`src/common/mcd_pkg.sv`:
```
/*
  mcd_pkg: codes, field positions, rate enumeration and decoded-command
  record for the monitor command decoder.
  Assumes frames are already checked by the transport layer.
*/
package mcd_pkg;

  // frame layout
  localparam int CODE_W      = 11;
  localparam int HI_ZERO_MSB = 7;
  localparam int HI_ZERO_LSB = 3;

  // option field positions inside the 11-bit code
  localparam int RATE_MSB  = 8;
  localparam int RATE_LSB  = 7;
  localparam int SELF_MSB  = 6;
  localparam int SELF_LSB  = 5;
  localparam int DCH_BIT   = 4;
  localparam int ITEM_MSB  = 2;
  localparam int ITEM_LSB  = 0;
  localparam int CELL_MSB  = 2;
  localparam int CELL_LSB  = 0;

  // fixed codes
  localparam logic [10:0] CLEAR_CELL_CODE  = 11'h711;
  localparam logic [10:0] CLEAR_AUX_CODE   = 11'h712;
  localparam logic [10:0] CLEAR_STAT_CODE  = 11'h713;
  localparam logic [10:0] POLL_CODE        = 11'h714;
  localparam logic [10:0] MUX_DIAG_CODE    = 11'h715;
  localparam logic [10:0] LINK_WRITE_CODE  = 11'h721;
  localparam logic [10:0] LINK_READ_CODE   = 11'h722;
  localparam logic [10:0] LINK_START_CODE  = 11'h723;

  // pattern pieces for the conversion family
  localparam logic [1:0] CONV_TOP       = 2'h2;
  localparam logic [4:0] AUX_ST_LOW     = 5'h07;
  localparam logic [4:0] STAT_ST_LOW    = 5'h0F;
  localparam logic [3:0] STAT_MID       = 4'hD;
  localparam logic [3:0] STAT_RED_MID   = 4'h1;
  localparam logic [1:0] COMB_MID       = 2'h3;
  localparam logic [3:0] COMB_GPIO_LOW  = 4'hF;
  localparam logic [3:0] COMB_SUM_LOW   = 4'h7;
  localparam logic [2:0] ITEM_MAX       = 3'h4;
  localparam logic [2:0] CELL_ALL       = 3'h0;
  localparam logic [2:0] CELL_SET_MAX   = 3'h6;

  // cell set timing at the two extreme rates
  localparam int SET_FAST_US  = 203;
  localparam int SET_SLOW_MS  = 34;
  localparam int CLK_MHZ      = 100;
  localparam int SET_FAST_CYC = SET_FAST_US * CLK_MHZ;
  localparam int SET_SLOW_CYC = SET_SLOW_MS * 1000 * CLK_MHZ;

  // command identifiers, one-hot
  typedef enum logic [14:0] {
    MCD_NONE        = 15'h0000,
    MCD_AUX_ST      = 15'h0001,
    MCD_STAT        = 15'h0002,
    MCD_STAT_RED    = 15'h0004,
    MCD_STAT_ST     = 15'h0008,
    MCD_CELL_GPIO   = 15'h0010,
    MCD_CELL_SUM    = 15'h0020,
    MCD_CLR_CELL    = 15'h0040,
    MCD_CLR_AUX     = 15'h0080,
    MCD_CLR_STAT    = 15'h0100,
    MCD_POLL        = 15'h0200,
    MCD_MUX_DIAG    = 15'h0400,
    MCD_LINK_WR     = 15'h0800,
    MCD_LINK_RD     = 15'h1000,
    MCD_LINK_START  = 15'h2000
  } mcd_cmd_type;

  // eight conversion rates, one-hot
  typedef enum logic [7:0] {
    MCD_R27K  = 8'h01,
    MCD_R14K  = 8'h02,
    MCD_R7K   = 8'h04,
    MCD_R3K   = 8'h08,
    MCD_R2K   = 8'h10,
    MCD_R1K   = 8'h20,
    MCD_R422  = 8'h40,
    MCD_R26   = 8'h80
  } mcd_rate_type;

  // incoming frame
  typedef struct packed {
    logic [7:0] command_byte_hi;
    logic [7:0] command_byte_lo;
  } mcd_frame_type;

  // decoded result
  typedef struct packed {
    mcd_cmd_type  cmd;
    mcd_rate_type rate;
    logic [1:0]   self_test_sel;
    logic [2:0]   status_item_sel;
    logic         discharge_allow;
  } mcd_dec_type;

endpackage

```
`src/core/mcd_rate_pick.sv`:
```
/*
  mcd_rate_pick: maps the two-bit rate selector and bank option bit
  onto one of eight conversion rates. Pure combinational.
  Assumes the bank bit comes from stored configuration.
*/
`timescale 1ns/1ps
module mcd_rate_pick
  import mcd_pkg::*;
(
  // selector inputs
  input  wire logic [1:0]   conv_rate_sel_i,
  input  wire logic         rate_bank_opt_i,
  // chosen rate
  output mcd_rate_type      rate_o
);

  // bank 0 lists 27k,7k,26,422; bank 1 lists 14k,3k,2k,1k
  mcd_rate_type bank0_w;
  mcd_rate_type bank1_w;

  assign bank0_w = (conv_rate_sel_i == 2'h0) ? MCD_R422 :
                   (conv_rate_sel_i == 2'h1) ? MCD_R27K :
                   (conv_rate_sel_i == 2'h2) ? MCD_R7K  : MCD_R26;
  assign bank1_w = (conv_rate_sel_i == 2'h0) ? MCD_R1K  :
                   (conv_rate_sel_i == 2'h1) ? MCD_R14K :
                   (conv_rate_sel_i == 2'h2) ? MCD_R3K  : MCD_R2K;
  assign rate_o  = rate_bank_opt_i ? bank1_w : bank0_w;

endmodule // mcd_rate_pick

```
`src/core/mcd_cell_group.sv`:
```
/*
  mcd_cell_group: expands the three-bit cell group selector into an
  18-bit mask of the cells to convert.
  Assumes 18 cells; codes 7 give an empty mask.
*/
`timescale 1ns/1ps
module mcd_cell_group
  import mcd_pkg::*;
#(
  parameter int CELLS = 18
) (
  // selector
  input  wire logic [2:0]       cell_group_sel_i,
  // cells picked
  output logic [CELLS-1:0]      cell_mask_o
);

  // set n holds cells n, n+6, n+12 (1-based)
  for (genvar c = 0; c < CELLS; c++) begin : g_cell
    assign cell_mask_o[c] = (cell_group_sel_i == CELL_ALL) ||
        ({29'h0, cell_group_sel_i} == ((c % 6) + 1));
  end

endmodule // mcd_cell_group

```
`src/core/mcd_decoder.sv`:
```
/*
  mcd_decoder: decodes a checked two-byte command frame into one
  registered one-cycle command pulse with its option fields.
  Assumes frame_valid_i pulses once per frame whose error code passed.
*/
`timescale 1ns/1ps
// What this block does
// - A frame carries the 11-bit code in hi byte bits 2:0 and the lo byte, hi bits 7:3 zero, protected by an error code.
// - Top 10 with low bits 00111 is the aux self-test with rate in 8:7 and test pattern in 6:5.
// - Top 10 with bits 6:3 1101 is the status conversion with rate in 8:7 and item in 2:0.
// - Top 10 with bits 6:3 0001 is the redundant status conversion with the same fields.
// - Top 10 with low bits 01111 is the status self-test with rate and test pattern.
// - Top 10, 6:5 11, 3:0 1111 is the cells plus first two aux inputs conversion, bit 4 permitting discharge.
// - Top 10, 6:5 11, 3:0 0111 is the cells plus stack sum conversion with rate and discharge bit.
// - Three fixed codes clear the cell, aux and status result groups.
// - A fixed code polls conversion progress without starting one.
// - A fixed code starts the multiplexer diagnosis, which reports busy like a conversion.
// - Three fixed codes write, read and start the auxiliary link group.
// - Rate selector plus bank bit choose one of eight conversion rates.
// - Cell selector 0 means all cells, 1 to 6 one set of three cells six apart.
// - A status conversion with item 5 or 6 is ignored.
module mcd_decoder
  import mcd_pkg::*;
#(
  parameter int CELLS = 18
) (
  // clock and reset
  input  wire logic             clock_i,
  input  wire logic             nrst_i,
  // frame from transport
  input  wire logic             frame_valid_i,
  input  mcd_frame_type         frame_i,
  // configuration
  input  wire logic             rate_bank_opt_i,
  // progress of the conversion engine
  input  wire logic             engine_busy_i,
  // decoded command
  output logic                  cmd_valid_o,
  output mcd_dec_type           dec_o,
  output logic [CELLS-1:0]      cell_mask_o,
  output logic                  busy_o,
  output logic                  bad_frame_o
);

  // code extraction
  logic [10:0] code_w;
  logic        hi_ok_w;
  logic        top_w;

  assign code_w  = {frame_i.command_byte_hi[2:0],
                    frame_i.command_byte_lo};
  assign hi_ok_w = frame_i.command_byte_hi[HI_ZERO_MSB:HI_ZERO_LSB]
                   == 5'h00;
  assign top_w   = code_w[10:9] == CONV_TOP;

  // conversion family matches
  logic m_aux_st_w;
  logic m_stat_w;
  logic m_stat_red_w;
  logic m_stat_st_w;
  logic m_cell_gpio_w;
  logic m_cell_sum_w;
  logic item_ok_w;

  assign m_aux_st_w    = top_w && code_w[4:0] == AUX_ST_LOW;
  assign m_stat_w      = top_w && code_w[6:3] == STAT_MID;
  assign m_stat_red_w  = top_w && code_w[6:3] == STAT_RED_MID;
  assign m_stat_st_w   = top_w && code_w[4:0] == STAT_ST_LOW;
  assign m_cell_gpio_w = top_w && code_w[6:5] == COMB_MID
                         && code_w[3:0] == COMB_GPIO_LOW;
  assign m_cell_sum_w  = top_w && code_w[6:5] == COMB_MID
                         && code_w[3:0] == COMB_SUM_LOW;
  assign item_ok_w     = code_w[ITEM_MSB:ITEM_LSB] <= ITEM_MAX;

  // full command choice; combined patterns checked before the
  // self-test ones because 0111/1111 low bits overlap with bit 4 clear
  mcd_cmd_type cmd_w;

  assign cmd_w =
    !hi_ok_w                        ? MCD_NONE       :
    (code_w == CLEAR_CELL_CODE)     ? MCD_CLR_CELL   :
    (code_w == CLEAR_AUX_CODE)      ? MCD_CLR_AUX    :
    (code_w == CLEAR_STAT_CODE)     ? MCD_CLR_STAT   :
    (code_w == POLL_CODE)           ? MCD_POLL       :
    (code_w == MUX_DIAG_CODE)       ? MCD_MUX_DIAG   :
    (code_w == LINK_WRITE_CODE)     ? MCD_LINK_WR    :
    (code_w == LINK_READ_CODE)      ? MCD_LINK_RD    :
    (code_w == LINK_START_CODE)     ? MCD_LINK_START :
    m_cell_gpio_w                   ? MCD_CELL_GPIO  :
    m_cell_sum_w                    ? MCD_CELL_SUM   :
    m_aux_st_w                      ? MCD_AUX_ST     :
    m_stat_st_w                     ? MCD_STAT_ST    :
    (m_stat_w && item_ok_w)         ? MCD_STAT       :
    (m_stat_red_w && item_ok_w)     ? MCD_STAT_RED   :
    MCD_NONE;

  // option fields
  mcd_rate_type rate_w;
  logic [CELLS-1:0] mask_w;

  mcd_rate_pick u_rate (
    .conv_rate_sel_i (code_w[RATE_MSB:RATE_LSB]),
    .rate_bank_opt_i (rate_bank_opt_i),
    .rate_o          (rate_w)
  );

  mcd_cell_group #(.CELLS(CELLS)) u_cells (
    .cell_group_sel_i (code_w[CELL_MSB:CELL_LSB]),
    .cell_mask_o      (mask_w)
  );

  mcd_dec_type dec_next;
  logic        take_w;
  logic        starts_w;

  assign take_w   = frame_valid_i && cmd_w != MCD_NONE;
  assign dec_next = '{cmd:             cmd_w,
                      rate:            rate_w,
                      self_test_sel:   code_w[SELF_MSB:SELF_LSB],
                      status_item_sel: code_w[ITEM_MSB:ITEM_LSB],
                      discharge_allow: code_w[DCH_BIT]};
  // poll never starts anything; diag counts as a start
  assign starts_w = take_w && (cmd_w == MCD_MUX_DIAG ||
                    cmd_w == MCD_AUX_ST || cmd_w == MCD_STAT ||
                    cmd_w == MCD_STAT_RED || cmd_w == MCD_STAT_ST ||
                    cmd_w == MCD_CELL_GPIO ||
                    cmd_w == MCD_CELL_SUM);

  // output registers; dec holds the last taken command
  logic                  cmd_valid_reg;
  mcd_dec_type           dec_reg;
  logic [CELLS-1:0]      mask_reg;
  logic                  busy_reg;
  logic                  bad_reg;

  always_ff @(posedge clock_i or negedge nrst_i) begin
    if (!nrst_i) begin
      cmd_valid_reg <= 1'b0;
      dec_reg       <= '0;
      mask_reg      <= '0;
      busy_reg      <= 1'b0;
      bad_reg       <= 1'b0;
    end else begin
      cmd_valid_reg <= take_w;
      bad_reg       <= frame_valid_i && !hi_ok_w;
      busy_reg      <= starts_w || engine_busy_i;
      if (take_w) begin
        dec_reg  <= dec_next;
        mask_reg <= mask_w;
      end
    end
  end

  assign cmd_valid_o = cmd_valid_reg;
  assign dec_o       = dec_reg;
  assign cell_mask_o = mask_reg;
  assign busy_o      = busy_reg;
  assign bad_frame_o = bad_reg;

  // checks; item 7 of a status code is the combined gpio code with
  // discharge off, so the refusal checks look at 5 and 6 only
  a_unknown_ignored: assert property (@(posedge clock_i)
    disable iff (!nrst_i)
    frame_valid_i && cmd_w == MCD_NONE |=> !cmd_valid_o)
    else $error("undefined code produced a command");

  a_dec_held: assert property (@(posedge clock_i)
    disable iff (!nrst_i)
    !take_w |=> $stable(dec_o) && $stable(cell_mask_o))
    else $error("decoded command changed without a taken frame");

  a_bad_item_drop: assert property (@(posedge clock_i)
    disable iff (!nrst_i)
    frame_valid_i && hi_ok_w && m_stat_w &&
    (code_w[ITEM_MSB:ITEM_LSB] == 3'h5 ||
     code_w[ITEM_MSB:ITEM_LSB] == 3'h6)
    |=> !cmd_valid_o)
    else $error("status item 5 or 6 was accepted");

  a_red_item_drop: assert property (@(posedge clock_i)
    disable iff (!nrst_i)
    frame_valid_i && hi_ok_w && m_stat_red_w &&
    (code_w[ITEM_MSB:ITEM_LSB] == 3'h5 ||
     code_w[ITEM_MSB:ITEM_LSB] == 3'h6)
    |=> !cmd_valid_o)
    else $error("redundant status item 5 or 6 was accepted");

  a_stat_item_map: assert property (@(posedge clock_i)
    disable iff (!nrst_i)
    frame_valid_i && hi_ok_w && m_stat_w &&
    code_w[ITEM_MSB:ITEM_LSB] <= ITEM_MAX
    |=> cmd_valid_o && dec_o.cmd == MCD_STAT &&
        dec_o.status_item_sel == $past(code_w[ITEM_MSB:ITEM_LSB]))
    else $error("status conversion not decoded");

  a_stat_red_map: assert property (@(posedge clock_i)
    disable iff (!nrst_i)
    frame_valid_i && hi_ok_w && m_stat_red_w &&
    code_w[ITEM_MSB:ITEM_LSB] <= ITEM_MAX
    |=> cmd_valid_o && dec_o.cmd == MCD_STAT_RED &&
        dec_o.status_item_sel == $past(code_w[ITEM_MSB:ITEM_LSB]))
    else $error("redundant status conversion not decoded");

  a_stat_selftest: assert property (@(posedge clock_i)
    disable iff (!nrst_i)
    frame_valid_i && hi_ok_w && m_stat_st_w && !m_cell_gpio_w
    |=> cmd_valid_o && dec_o.cmd == MCD_STAT_ST &&
        dec_o.self_test_sel == $past(code_w[SELF_MSB:SELF_LSB]))
    else $error("status self-test not decoded");

  a_clear_cell_map: assert property (@(posedge clock_i)
    disable iff (!nrst_i)
    frame_valid_i && hi_ok_w && code_w == CLEAR_CELL_CODE
    |=> cmd_valid_o && dec_o.cmd == MCD_CLR_CELL)
    else $error("clear cell code not decoded");

  a_clear_aux_map: assert property (@(posedge clock_i)
    disable iff (!nrst_i)
    frame_valid_i && hi_ok_w && code_w == CLEAR_AUX_CODE
    |=> cmd_valid_o && dec_o.cmd == MCD_CLR_AUX)
    else $error("clear aux code not decoded");

  a_clear_stat_map: assert property (@(posedge clock_i)
    disable iff (!nrst_i)
    frame_valid_i && hi_ok_w && code_w == CLEAR_STAT_CODE
    |=> cmd_valid_o && dec_o.cmd == MCD_CLR_STAT)
    else $error("clear status code not decoded");

  a_poll_map: assert property (@(posedge clock_i)
    disable iff (!nrst_i)
    frame_valid_i && hi_ok_w && code_w == POLL_CODE
    |=> cmd_valid_o && dec_o.cmd == MCD_POLL)
    else $error("poll code not decoded");

  a_poll_no_start: assert property (@(posedge clock_i)
    disable iff (!nrst_i)
    frame_valid_i && hi_ok_w && code_w == POLL_CODE && !engine_busy_i
    |=> !busy_o)
    else $error("poll started a conversion");

  a_diag_busy: assert property (@(posedge clock_i)
    disable iff (!nrst_i)
    frame_valid_i && hi_ok_w && code_w == MUX_DIAG_CODE |=> busy_o)
    else $error("diagnosis did not show busy");

  a_link_write_map: assert property (@(posedge clock_i)
    disable iff (!nrst_i)
    frame_valid_i && hi_ok_w && code_w == LINK_WRITE_CODE
    |=> cmd_valid_o && dec_o.cmd == MCD_LINK_WR)
    else $error("link write code not decoded");

  a_link_read_map: assert property (@(posedge clock_i)
    disable iff (!nrst_i)
    frame_valid_i && hi_ok_w && code_w == LINK_READ_CODE
    |=> cmd_valid_o && dec_o.cmd == MCD_LINK_RD)
    else $error("link read code not decoded");

  a_link_start_map: assert property (@(posedge clock_i)
    disable iff (!nrst_i)
    frame_valid_i && hi_ok_w && code_w == LINK_START_CODE
    |=> cmd_valid_o && dec_o.cmd == MCD_LINK_START)
    else $error("link start code not decoded");

  a_hi_zero_chk: assert property (@(posedge clock_i)
    disable iff (!nrst_i)
    frame_valid_i &&
    frame_i.command_byte_hi[HI_ZERO_MSB:HI_ZERO_LSB] != 5'h00
    |=> bad_frame_o && !cmd_valid_o)
    else $error("frame with nonzero upper bits accepted");

  a_good_frame: assert property (@(posedge clock_i)
    disable iff (!nrst_i)
    frame_valid_i && hi_ok_w |=> !bad_frame_o)
    else $error("clean frame flagged as bad");

  a_combined_dch: assert property (@(posedge clock_i)
    disable iff (!nrst_i)
    frame_valid_i && hi_ok_w && m_cell_gpio_w
    |=> cmd_valid_o && dec_o.cmd == MCD_CELL_GPIO
        && dec_o.discharge_allow == $past(code_w[DCH_BIT]))
    else $error("combined conversion or discharge flag wrong");

  a_sum_combined: assert property (@(posedge clock_i)
    disable iff (!nrst_i)
    frame_valid_i && hi_ok_w && m_cell_sum_w
    |=> dec_o.cmd == MCD_CELL_SUM)
    else $error("stack sum conversion not decoded");

  a_rate_bank: assert property (@(posedge clock_i)
    disable iff (!nrst_i)
    take_w && rate_bank_opt_i && code_w[RATE_MSB:RATE_LSB] == 2'h1
    |=> dec_o.rate == MCD_R14K)
    else $error("bank 1 selector 1 not 14 kHz");

  a_bank0_rate: assert property (@(posedge clock_i)
    disable iff (!nrst_i)
    take_w && !rate_bank_opt_i && code_w[RATE_MSB:RATE_LSB] == 2'h1
    |=> dec_o.rate == MCD_R27K)
    else $error("bank 0 selector 1 not 27 kHz");

  a_aux_selftest: assert property (@(posedge clock_i)
    disable iff (!nrst_i)
    frame_valid_i && hi_ok_w && m_aux_st_w && !m_cell_sum_w
    |=> dec_o.cmd == MCD_AUX_ST
        && dec_o.self_test_sel == $past(code_w[SELF_MSB:SELF_LSB]))
    else $error("aux self-test not decoded");

  a_mask_all: assert property (@(posedge clock_i)
    disable iff (!nrst_i)
    take_w && code_w[CELL_MSB:CELL_LSB] == CELL_ALL
    |=> &cell_mask_o)
    else $error("selector 0 did not pick every cell");

  a_mask_empty: assert property (@(posedge clock_i)
    disable iff (!nrst_i)
    take_w && code_w[CELL_MSB:CELL_LSB] == 3'h7
    |=> cell_mask_o == '0)
    else $error("selector 7 picked cells");

endmodule // mcd_decoder

```
`config.mk`:
```
export PLATFORM = sky130hd
export DESIGN_NAME = mcd_decoder
export DESIGN_NICKNAME = d
export VERILOG_FILES = /design/src/common/mcd_pkg.sv /design/src/core/mcd_rate_pick.sv /design/src/core/mcd_cell_group.sv /design/src/core/mcd_decoder.sv
export SDC_FILE = /design/constraint.sdc
export NUM_CORES = 1
export LEC_CHECK = 0
export ABC_AREA = 1
export BUFFER_PORTS_ARGS = -buffer_cell sky130_fd_sc_hd__buf_2
export CORE_MARGIN = 4
export CORE_UTILIZATION = 45
export DETAILED_ROUTE_END_ITERATION = 7
export PLACE_DENSITY_LB_ADDON = 0.2
export SLEW_MARGIN = 20
export SYNTH_ARGS = -nofsm -noshare
export SYNTH_HDL_FRONTEND = slang
export SYNTH_HIERARCHICAL = 1
export SYNTH_SLANG_ARGS = --single-unit
```
`constraint.sdc`:
```
create_clock -name clock_i -period 0.8 [get_ports clock_i]
set_input_delay 0.2 -clock clock_i [delete_from_list [all_inputs] [get_ports clock_i]]
set_output_delay 0.2 -clock clock_i [all_outputs]
set_load 0.05 [all_outputs]
```
==> results by group <==
Floorplanning
  – Die width: about 86 um
  – Die area: 7370 um2
  – Core Box Area: a little under 6000 um2
  – Die Y: 85.9 um
  – Initial Utilization: around 46%
  – Row cnt: 28
  – I/O pin total: 71

Min path
  – Worst Hold End: busy_o
  – Worst hold path depth: 3
  – Worst hold start: engine_busy_i
  – Min-Delay Path Class: in2reg

Critical path
  – Largest fanout on the critical path: 10
  – CP Class: in2reg
  – R2R depth: 4
  – Crit path arrival time: between 1.5 and 2 ns
  – CP Launch Type: primary input
  – Worst R2R End: dec_o[0]
  – WP data required: around 1.1 ns
  – Flop-to-flop setup slack: -0.11 ns
  – Crit. End Element: register
  – Crit. Startpoint: frame_i[9]
  – Worst R2R Start: dec_o[0]

Synth
  – Synth Warn #: 6
  – Mapped Cells: 391
  – Post-synthesis cell type count: 23
  – Synth area leader: dfrtp_1
  – Post-synth EDFFs: 0
  – Synth top area share: around 45%
  – Register area share after synthesis: 44.9%
  – Synthesized net count: between 400 and 500
  – Syn avg cell area: 6.98 um2
  – Main synth FF type: dfrtp_1
  – Most frequent cell after synthesis: nand2_1
  – Synth cell count leaders: nand2_1, dfrtp_1, inv_1, nor2_1, buf_4
  – Main area contributors after synthesis: dfrtp_1, nand2_1, inv_1
  – Ys async rst share: 100%
  – #FFs+latches synth: 49
  – Post-Syn Area: 2730 um2

Detailed routing
  – Routed Antenna Nets: 0
  – Routed WL per cell: 16.7 um
  – Residual DRC: 0
  – Drt first pass iters: 6
  – Drt via density: 5.33
  – Max Used Layer: met4
  – Routed length on met3: between 800 and 900 um
  – Routed metal-1 wirelength: approximately 3.6 mm
  – WL final: 10.3 mm
  – DR WL met2: 5.37 mm
  – Initial DRC count: slightly below 400
  – Routed via count: 3275

GRT
  – Gr ovfl total: 0
  – All-Layer GR Usage: 25.2%
  – Vias in the first global route: between 3000 and 4000
  – First-pass GRT wire length: 14.6 mm
  – Initial antenna violation count: 0
  – Largest net degree at the start of global routing: 50

Clocking
  – CTS clk-pin slew, worst paths: 0.09 ns
  – CTS H-tree depth: 2
  – Clock buffer count from CTS: 5
  – Clock sinks: approximately 50
  – CTS tree: built
  – Max clock buf depth: 2
  – CTS Root Cell: clkbuf_8
  – Worst skew pair latency: 0.31 ns

STA
  – RSZ-0062 raised after global routing: yes
  – Tmin final: 1.61 ns
  – Fin. max-slew vios: 0
  – Peak Freq: 0.620 GHz
  – Setup slack after layout: -0.813 ns
  – Tcrit/Tclk final: 202%
  – # setup viols final: between 90 and 100
  – Setup TNS: -49.87 ns
  – Final Hold Viols: 0
  – Final Skew: 0 ns

Power
  – Leakage: 2.76 nW
  – Max VDD drop: 0.000809 V
  – PwrDens: 1090 nW/um2

Final layout
  – Reg area: ~1300 um2
  – Diode count: 0
  – Filler cells: 311
  – Area of the multi-input gates: ~1500 um2
  – Layout area overhead: 76.9%
  – Share of post-route cells with drive strength above 1: between 50% and 60%
  – Fin nets: 559

Place
  – Post-place setup slack: -0.981 ns
  – RePlAce Congestion: 0.840
  – Port Buffer Count: 69
  – Final HPWL DP: 4.96 mm

Run status
  – Failing checks: negative setup slack
  – Status: finished with violations

Flow run
  – Maxcap violations: 0
state kept, by name, summed over array words and instances (netlist names):
register / count
bad_frame_o: 1
busy_o: 1
cell_mask_o: 18
cmd_valid_o: 1
dec_o: 28
final cells by class:
class / instances / share of cell area [%]
clock buffers: 6 / 1.71
clock inverters: 2 / 0.777
inverters: 43 / 3.81
multi-input cells: 276 / 31.6
flip-flops and latches: 49 / 26.5
well taps: 75 / 1.94
repair buffers: 162 / 33.5
repair inverters: 1 / 0.130
power by group:
part	internal [mW]	total, mW	switching (mW)
Combinational	0.328	0.844	0.516
Sequential	2.51	2.53	0.0220
Clock	1.02	1.90	0.885
metal layers:
metal	vias up	global-route usage [%]
met3	62	3.55
met5	-	0
met4	0	9.35
met2	204	45.5
met1	1552	30.2
li1	1457	-
kinds of logic after synthesis:
group / after synthesis / synth area share (%)
other cells: 1 / 0.137
buf+inv: 67 / 13.0
compound gates: 5 / 1.33
simple gates: 269 / 40.6
flops: 49 / 44.9
layout by cell type, fill, tap and decap left out, types with 4 or more instances in the layout:
master	n
nand2_1	135
buf_4	73
buf_6	66
dfrtp_2	43
nand2_2	40
inv_1	30
nor2_1	22
nand2_4	14
nor2_4	13
nand3_1	12
nor2_2	10
nand4_1	10
inv_2	8
buf_8	7
buf_2	7
dfrtp_1	6
clkbuf_8	6
nand3_2	5
buf_12	5
inv_4	4
critical path, cell delays in order:
cell,delay (ns)
buf_8,0.11
inv_4,0.05
nand4_1,0.17
nor3_4,0.32
nand2_2,0.10
nand2_1,0.08
nor2_2,0.05
nand2_2,0.11
nor2_4,0.06
nor2_4,0.16
buf_12,0.15
buf_8,0.14
nand2_1,0.07
nand2_1,0.07
per-stage QoR:
step	util (%)	cells	cell area, um2	hold WS [ns]	total power [mW]
final	82.0	614	4830	0.0712	5.28
after global routing	82.0	614	4830	0.0692	5.46
after CTS	78.3	606	4610	0.0692	5.19
after detailed placement	57.9	550	3410	0.204	3.13
after global placement	57.9	550	3410	0.204	3.12
after floorplan	-	391	2830	-0.0956	2.91
worst max path at each step:
stage	depth (start not counted)	to
after CTS	14	cell_mask_o[9]
after detailed placement	13	cell_mask_o[13]
final	14	dec_o[12]
after global placement	13	cell_mask_o[13]
after global routing	14	cell_mask_o[11]
after floorplan	14	cell_mask_o[0]
timing repair:
action	CTS	global route
pin swaps	15	23
hold buffers	1	0
setup endpoints to repair	97	97
gates resized for setup	203	61
hold endpoints to repair	49	0
setup buffers	41	12
cloned	6	2
Power figures use the tool's default switching activity.
